$ cat src/pkg/ipc_pkg.sv
// Purpose: constants and types for the interrupt priority configuration
// Assumes: special function register bus of the core, 8-bit data
// Notes:   bit 7 of both registers is reserved and reads as one
package ipc_pkg;
  localparam int         NUM_SRC        = 7;
  localparam logic [7:0] ADDR_PRIO_LOW  = 8'hB8;
  localparam logic [7:0] ADDR_PRIO_HIGH = 8'hF2;
  localparam logic [7:0] PAGE_PRIO_HIGH = 8'h10;
  localparam logic [7:0] RESET_PRIO     = 8'h80;
  localparam logic [7:0] RSVD_MASK      = 8'h80;
  localparam logic [7:0] FIELD_MASK     = 8'h7F;
  localparam int         RSVD_BIT       = 7;
  // Source bit positions, shared by both registers
  localparam int BIT_SERIAL_PERIPH = 6;
  localparam int BIT_TIMER2        = 5;
  localparam int BIT_SERIAL_PORT   = 4;
  localparam int BIT_TIMER1        = 3;
  localparam int BIT_EXT_INT1      = 2;
  localparam int BIT_TIMER0        = 1;
  localparam int BIT_EXT_INT0      = 0;

  typedef enum logic [1:0] {
    IPC_SEL_NONE = 2'b00,
    IPC_SEL_LOW  = 2'b01,
    IPC_SEL_HIGH = 2'b10
  } ipc_sel_t;

  // One special function register access
  typedef struct packed {
    logic [7:0] page;
    logic [7:0] addr;
    logic       wr;
    logic       bit_wr;
    logic [2:0] bit_idx;
    logic       bit_val;
    logic [7:0] wdata;
  } ipc_sfr_req_t;

  typedef logic [1:0] ipc_level_t;
endpackage

$ cat src/hw/ipc_decode.sv
// Purpose: address and page decode for the priority registers
// Assumes: page value sampled in the same cycle as the address
// Notes:   low register answers on every page
`timescale 1ns/10ps
module ipc_decode (
  // Access
  input  wire logic [7:0]      page,
  input  wire logic [7:0]      addr,
  // Selection
  output ipc_pkg::ipc_sel_t    sel
);
  wire logic hit_low;
  wire logic hit_high;

  assign hit_low  = (addr == ipc_pkg::ADDR_PRIO_LOW);
  assign hit_high = (addr == ipc_pkg::ADDR_PRIO_HIGH) &&
                    (page == ipc_pkg::PAGE_PRIO_HIGH);
  assign sel = hit_low  ? ipc_pkg::IPC_SEL_LOW  :
               hit_high ? ipc_pkg::IPC_SEL_HIGH : ipc_pkg::IPC_SEL_NONE;
endmodule

$ cat src/hw/ipc_top.sv
// Purpose: two priority registers and per-source two-bit levels
// Assumes: single core clock, accesses last one cycle
// Notes:   read data is registered, valid one cycle after request
//
// Summary of operation
// - The low register keeps each source's level LSB in bits 6..0, reset 0.
// - The high register keeps each source's level MSB in bits 6..0, reset 0.
// - Each level is high-register bit over the same low-register bit.
// - The low register sits at 0xB8 on every page and takes bit writes.
// - The high register sits at 0xF2 only when page 0x10 is selected.
`timescale 1ns/10ps
module ipc_top (
  // Clock and reset
  input  wire logic                 clk,
  input  wire logic                 reset_n,
  // Register access
  input  wire logic                 req_valid,
  input  ipc_pkg::ipc_sfr_req_t     req,
  output logic [7:0]                rdata,
  output logic                      rhit,
  // Priority levels per source
  output ipc_pkg::ipc_level_t       level_serial_periph,
  output ipc_pkg::ipc_level_t       level_timer2,
  output ipc_pkg::ipc_level_t       level_serial_port,
  output ipc_pkg::ipc_level_t       level_timer1,
  output ipc_pkg::ipc_level_t       level_ext_int1,
  output ipc_pkg::ipc_level_t       level_timer0,
  output ipc_pkg::ipc_level_t       level_ext_int0
);
  logic [6:0]         prio_lsb;
  logic [6:0]         prio_msb;
  ipc_pkg::ipc_sel_t  sel;
  wire logic          wr_low;
  wire logic          wr_high;
  wire logic [7:0]    cur_low;
  wire logic [7:0]    cur_high;
  wire logic [7:0]    next_low;
  wire logic [7:0]    next_high;
  wire logic [7:0]    rd_mux;

  // Bit write modifies only the addressed bit of the current value
  function automatic logic [7:0] merge(input logic [7:0] cur,
                                       input ipc_pkg::ipc_sfr_req_t r);
    logic [7:0] v;
    v = r.bit_wr ? cur : r.wdata;
    if (r.bit_wr) begin
      v[r.bit_idx] = r.bit_val;
    end
    return (v & ipc_pkg::FIELD_MASK) | ipc_pkg::RSVD_MASK;
  endfunction

  ipc_decode u_decode (
    .page (req.page),
    .addr (req.addr),
    .sel  (sel)
  );

  assign cur_low   = {1'b1, prio_lsb};
  assign cur_high  = {1'b1, prio_msb};
  assign wr_low    = req_valid && (req.wr || req.bit_wr) &&
                     (sel == ipc_pkg::IPC_SEL_LOW);
  // Bit writes only reach the bit-addressable low register
  assign wr_high   = req_valid && req.wr && !req.bit_wr &&
                     (sel == ipc_pkg::IPC_SEL_HIGH);
  assign next_low  = merge(cur_low, req);
  assign next_high = merge(cur_high, req);
  assign rd_mux    = (sel == ipc_pkg::IPC_SEL_LOW)  ? cur_low  :
                     (sel == ipc_pkg::IPC_SEL_HIGH) ? cur_high : 8'h00;

  always_ff @(posedge clk or negedge reset_n) begin
    if (!reset_n) begin
      prio_lsb <= ipc_pkg::RESET_PRIO[6:0];
    end else if (wr_low) begin
      prio_lsb <= next_low[6:0];
    end
  end

  always_ff @(posedge clk or negedge reset_n) begin
    if (!reset_n) begin
      prio_msb <= ipc_pkg::RESET_PRIO[6:0];
    end else if (wr_high) begin
      prio_msb <= next_high[6:0];
    end
  end

  always_ff @(posedge clk or negedge reset_n) begin
    if (!reset_n) begin
      rdata <= 8'h00;
      rhit  <= 1'b0;
    end else begin
      rdata <= req_valid ? rd_mux : 8'h00;
      rhit  <= req_valid && (sel != ipc_pkg::IPC_SEL_NONE);
    end
  end

  // Levels registered so outputs come from flops; one cycle behind
  always_ff @(posedge clk or negedge reset_n) begin
    if (!reset_n) begin
      level_serial_periph <= 2'h0;
      level_timer2        <= 2'h0;
      level_serial_port   <= 2'h0;
      level_timer1        <= 2'h0;
      level_ext_int1      <= 2'h0;
      level_timer0        <= 2'h0;
      level_ext_int0      <= 2'h0;
    end else begin
      level_serial_periph <= {prio_msb[ipc_pkg::BIT_SERIAL_PERIPH],
                              prio_lsb[ipc_pkg::BIT_SERIAL_PERIPH]};
      level_timer2        <= {prio_msb[ipc_pkg::BIT_TIMER2],
                              prio_lsb[ipc_pkg::BIT_TIMER2]};
      level_serial_port   <= {prio_msb[ipc_pkg::BIT_SERIAL_PORT],
                              prio_lsb[ipc_pkg::BIT_SERIAL_PORT]};
      level_timer1        <= {prio_msb[ipc_pkg::BIT_TIMER1],
                              prio_lsb[ipc_pkg::BIT_TIMER1]};
      level_ext_int1      <= {prio_msb[ipc_pkg::BIT_EXT_INT1],
                              prio_lsb[ipc_pkg::BIT_EXT_INT1]};
      level_timer0        <= {prio_msb[ipc_pkg::BIT_TIMER0],
                              prio_lsb[ipc_pkg::BIT_TIMER0]};
      level_ext_int0      <= {prio_msb[ipc_pkg::BIT_EXT_INT0],
                              prio_lsb[ipc_pkg::BIT_EXT_INT0]};
    end
  end

  a_low_write: assert property (
    @(posedge clk) disable iff (!reset_n)
    wr_low |=> prio_lsb == $past(next_low[6:0]))
    else $error("low register did not take write");

  a_high_write: assert property (
    @(posedge clk) disable iff (!reset_n)
    wr_high |=> prio_msb == $past(next_high[6:0]))
    else $error("high register did not take write");

  a_idle_quiet: assert property (
    @(posedge clk) disable iff (!reset_n)
    !req_valid |=> !rhit && rdata == 8'h00 &&
                   $stable(prio_lsb) && $stable(prio_msb))
    else $error("registers or read port moved without a request");

  a_high_word: assert property (
    @(posedge clk) disable iff (!reset_n)
    req_valid && req.wr && !req.bit_wr &&
    req.addr == ipc_pkg::ADDR_PRIO_HIGH &&
    req.page == ipc_pkg::PAGE_PRIO_HIGH
    |=> prio_msb == $past(req.wdata[6:0]))
    else $error("high register missed write on its page");

  a_level_pair: assert property (
    @(posedge clk) disable iff (!reset_n)
    ##1 level_timer1 ==
        {$past(prio_msb[ipc_pkg::BIT_TIMER1]),
         $past(prio_lsb[ipc_pkg::BIT_TIMER1])})
    else $error("timer1 level not formed from both registers");

  a_level_spi: assert property (
    @(posedge clk) disable iff (!reset_n)
    ##1 level_serial_periph ==
        {$past(prio_msb[ipc_pkg::BIT_SERIAL_PERIPH]),
         $past(prio_lsb[ipc_pkg::BIT_SERIAL_PERIPH])})
    else $error("serial peripheral level not formed from both registers");

  a_level_timer2: assert property (
    @(posedge clk) disable iff (!reset_n)
    ##1 level_timer2 ==
        {$past(prio_msb[ipc_pkg::BIT_TIMER2]),
         $past(prio_lsb[ipc_pkg::BIT_TIMER2])})
    else $error("timer2 level not formed from both registers");

  a_level_port: assert property (
    @(posedge clk) disable iff (!reset_n)
    ##1 level_serial_port ==
        {$past(prio_msb[ipc_pkg::BIT_SERIAL_PORT]),
         $past(prio_lsb[ipc_pkg::BIT_SERIAL_PORT])})
    else $error("serial port level not formed from both registers");

  a_level_ext1: assert property (
    @(posedge clk) disable iff (!reset_n)
    ##1 level_ext_int1 ==
        {$past(prio_msb[ipc_pkg::BIT_EXT_INT1]),
         $past(prio_lsb[ipc_pkg::BIT_EXT_INT1])})
    else $error("external 1 level not formed from both registers");

  a_level_timer0: assert property (
    @(posedge clk) disable iff (!reset_n)
    ##1 level_timer0 ==
        {$past(prio_msb[ipc_pkg::BIT_TIMER0]),
         $past(prio_lsb[ipc_pkg::BIT_TIMER0])})
    else $error("timer0 level not formed from both registers");

  a_level_ext0: assert property (
    @(posedge clk) disable iff (!reset_n)
    ##1 level_ext_int0 ==
        {$past(prio_msb[ipc_pkg::BIT_EXT_INT0]),
         $past(prio_lsb[ipc_pkg::BIT_EXT_INT0])})
    else $error("external 0 level not formed from both registers");

  a_low_any_page: assert property (
    @(posedge clk) disable iff (!reset_n)
    req_valid && req.wr && !req.bit_wr &&
    req.addr == ipc_pkg::ADDR_PRIO_LOW
    |=> prio_lsb == $past(req.wdata[6:0]))
    else $error("low register missed write on some page");

  a_low_bit_set: assert property (
    @(posedge clk) disable iff (!reset_n)
    req_valid && req.bit_wr && req.addr == ipc_pkg::ADDR_PRIO_LOW &&
    req.bit_idx != 3'h7
    |=> prio_lsb[$past(req.bit_idx)] == $past(req.bit_val))
    else $error("bit write on low register failed");

  a_low_bit_keep: assert property (
    @(posedge clk) disable iff (!reset_n)
    req_valid && req.bit_wr && req.addr == ipc_pkg::ADDR_PRIO_LOW
    |=> ((prio_lsb ^ $past(prio_lsb)) &
         ~(7'h01 << $past(req.bit_idx))) == 7'h00)
    else $error("bit write on low register disturbed other bits");

  a_low_read: assert property (
    @(posedge clk) disable iff (!reset_n)
    req_valid && req.addr == ipc_pkg::ADDR_PRIO_LOW
    |=> rhit && rdata == {1'b1, $past(prio_lsb)})
    else $error("low register read wrong");

  a_high_bit_off: assert property (
    @(posedge clk) disable iff (!reset_n)
    req_valid && req.bit_wr && req.addr == ipc_pkg::ADDR_PRIO_HIGH
    |=> $stable(prio_msb))
    else $error("bit write reached the high register");

  a_high_page: assert property (
    @(posedge clk) disable iff (!reset_n)
    req_valid && req.addr == ipc_pkg::ADDR_PRIO_HIGH &&
    req.page != ipc_pkg::PAGE_PRIO_HIGH |=> $stable(prio_msb))
    else $error("high register written off its page");

  a_high_read: assert property (
    @(posedge clk) disable iff (!reset_n)
    req_valid && req.addr == ipc_pkg::ADDR_PRIO_HIGH &&
    req.page == ipc_pkg::PAGE_PRIO_HIGH
    |=> rhit && rdata == {1'b1, $past(prio_msb)})
    else $error("high register read wrong");

  a_miss_quiet: assert property (
    @(posedge clk) disable iff (!reset_n)
    req_valid && req.addr != ipc_pkg::ADDR_PRIO_LOW &&
    !(req.addr == ipc_pkg::ADDR_PRIO_HIGH &&
      req.page == ipc_pkg::PAGE_PRIO_HIGH)
    |=> !rhit && rdata == 8'h00 && $stable(prio_lsb) && $stable(prio_msb))
    else $error("unmapped access answered or changed a register");

  a_rsvd_one: assert property (
    @(posedge clk) disable iff (!reset_n)
    rhit |-> rdata[7])
    else $error("reserved bit read as zero");
endmodule

$ cat config.mk
export PLATFORM = sky130hd
export DESIGN_NAME = ipc_top
export DESIGN_NICKNAME = d
export VERILOG_FILES = /design/src/pkg/ipc_pkg.sv /design/src/hw/ipc_decode.sv /design/src/hw/ipc_top.sv
export SDC_FILE = /design/constraint.sdc
export NUM_CORES = 1
export LEC_CHECK = 0
export BUFFER_PORTS_ARGS = -buffer_cell sky130_fd_sc_hd__buf_4
export CAP_MARGIN = 25
export CORE_UTILIZATION = 47
export CTS_CLUSTER_DIAMETER = 40
export DETAILED_ROUTE_END_ITERATION = 7
export PLACE_DENSITY = 0.79
export SLEW_MARGIN = 25
export SYNTH_ARGS = -nofsm -noshare
export SYNTH_HDL_FRONTEND = slang
export SYNTH_SLANG_ARGS = --single-unit
export TNS_END_PERCENT = 100
$ cat constraint.sdc
create_clock -name clk -period 0.9 [get_ports clk]
set_input_delay 0.045 -clock clk [delete_from_list [all_inputs] [get_ports clk]]
set_output_delay 0.045 -clock clk [all_outputs]
set_load 0.01 [all_outputs]
==> results.cfg <==
[timing]
report.final.slew_viol_count = 0
fin_crit_ns = 1.09
finalCritPeriodShare_pct = 121
worst_slew_pin_slew_ns = 0.432
worst_slack_ns = -0.186
finClkSkew_ns = 0.00945
hold_ws_ns = 0.0780
rsz0062_at_grt = yes
setup_violations = 25
max_freq_ghz = 0.920
hold_viol_final = 0
max_slew_margin_pct = 71.2

[critical_path]
cp_max_fo = 7
required_ns = 1.12
crit_path_end_kind = register
critPathKind = input pin to register
cp.arrival_ns = 1.30
worstSetupStartpointType = input pin

[place]
numPortBuffers = 54
gp_congestion = 0.782
dp_cells = 198
place_ws_ns = -0.598
dp_hpwl_um = 2020
postPlaceCellArea_um2 = 1910

[clock_network]
clkLatencyLatePin_ns = 0.33
root_buffer = clkbuf_4
ctsLongestPathBuffers = 2
cts_sinks = 36
clkTransAtPathRegs_ns = 0.10
ctsHtreeMaxLevel = 2
cts_tree = built
cts_buffers = 5

[grt]
first_global_vias = 1098
grt_antenna_before_repair = 0
gr-total-overflow = 0
grt_max_degree = 37
grtUsageTotal_pct = 21.6
grt_first_pass_wirelength_um = 5130

[cells_and_area]
diodes = 0
instances_no_fill = 217
final_common_cell = dfrtp_1
finalInstanceArea_um2 = 2290
areaGrowthSynthToFinish_pct = 61.0
layout-drive-gt1-share_pct = 48.4
multiInputGateArea_um2 = 619
seqCellArea_um2 = 901
final_cell_mix = dfrtp_1, buf_4, buf_6
layout.nets = 218
n_fill_cell = 148

[detailed_routing]
routed_wl_um = 3380
first_pass_iters = 6
wire_per_inst_um = 15.6
drt_iter0_markers = 44
final_antenna_net_count = 0
drt-vias-per-instance = 5.59
drc = 8
vias = 1214

[yosys]
avgSynthCellArea_um2 = 13.1
synth_flop_cell = dfrtp_1
ys_types = 24
syn_area_um2 = 1420
syn_inst = 109
synth_top_area_cell = dfrtp_1
async_flop_share_pct = 100
synth_edf_count = 0
synth_top_area_share_pct = 63.3
ys_seq_elements = 36
syn_nets = 142
synthTopCellsByArea = dfrtp_1, mux2_2, nor2b_1
yosysWarnings = 0
seq_area_frac_synth_pct = 63.3

[floorplan]
die_y_um = 57.0
fp.coreArea_um2 = 2810
rows = 19
die_area_um2 = 3250
fp.dieW_um = 57.0
initial_utilization_pct = 50.7
ioPinCount = 56

[power]
power.leakage_nw = 1.10
powerDensity_nw_per_um2 = 1250
ir_worst_vdd_mv = 1.11

[outcome]
status = finished with violations
violations = DRC, setup timing

[min_path]
hold_path.class = input pin to register

[flow_run]
drv_cap = 0
[logic make-up (layout without fill, tap and decap cells)]
kind of cell           after synthesis  in the layout  share of synthesized area [%]
AOI/OAI and AO/OA                   35             35                           16.3
buffers and inverters                5             81                           1.67
DFF                                 36             36                           63.3
muxes                                7              7                           5.54
and+or+nand+nor                     26             27                           13.2
[registers in the layout, summed over array words and instances, names as in the netlist]
register,cells
level_ext_int0,2
level_ext_int1,2
level_serial_periph,2
level_serial_port,2
level_timer0,2
level_timer1,2
level_timer2,2
prio_lsb,7
prio_msb,7
rdata,8
[path summary, 6_finish.rpt]
path | start | endpoint | slack [ns] | depth (start not counted)
max reg2reg | prio_msb[1] | prio_msb[1] | 0.10 | 1
max in group asynchronous | reset_n | level_ext_int1[0] | 0.39 | 2
min in group asynchronous | reset_n | level_timer2[1] | 0.20 | 2
min | req[14] | prio_lsb[1] | 0.08 | 3
min reg2reg | prio_lsb[6] | level_serial_periph[0] | 0.41 | 0
max | req[23] | prio_msb[3] | -0.19 | 6
[per-layer routing]
metal	vias to the layer above	wire, µm	track usage (%)	part of all wire, %
met4	0	70	8.36	2.1
met2	58	1730	36.0	51
li1	562	-	-	-
met1	587	1380	27.3	41
met3	7	200	5.44	5.9
met5	-	0	0	0
[cells in the mapped netlist (2+ instances only)]
cell type and instances:
a21boi_0 6, a21oi_1 2, a22o_1 7, a31oi_1 6, clkbuf_1 2, dfrtp_1 36, mux2_2 7, nand4b_1 2
nor2_1 5, nor2b_1 10, nor4b_1 2, o21ai_0 9, o21ai_1 3, o22a_1 2
[critical path: stages]
cell	delay, ns
buf_4	0.12
nor4b_4	0.26
nand3_2	0.14
nor4_4	0.24
buf_6	0.19
mux2_4	0.30
[layout make-up]
| cell class | count | area share [%] |
|---|---|---|
| tap | 31 | 1.69 |
| inverter | 1 | 0.164 |
| sequential | 36 | 39.3 |
| multi-input combinational | 69 | 27.0 |
| clock buffer | 8 | 2.57 |
| timing repair buffer | 72 | 29.2 |
[power by group]
part	switching (W)	internal [W]
Sequential	0.0000112	0.00163
Clock	0.000484	0.000385
Combinational	0.000154	0.000199
[stage by stage]
step / TNS (ns) / total power [W] / util, %
2_1_floorplan: -6.41 / 0.00176 / -
3_3_place_gp: -9.65 / 0.00194 / 68.1
3_5_place_dp: -10.28 / 0.00194 / 68.1
4_1_cts: -1.85 / 0.00286 / 76.7
5_1_grt: -3.50 / 0.00299 / 81.7
6_report: -2.65 / 0.00287 / 81.7
[timing repair]
item	4_1_cts	5_1_grt
hold buffers	8	0
setup buffers	1	1
resized for setup	18	31
pin swaps	6	9
endpoints found under the hold margin	43	0
endpoints found under the setup margin	19	44
gates cloned	1	0
(Power assumes the default switching activity.)
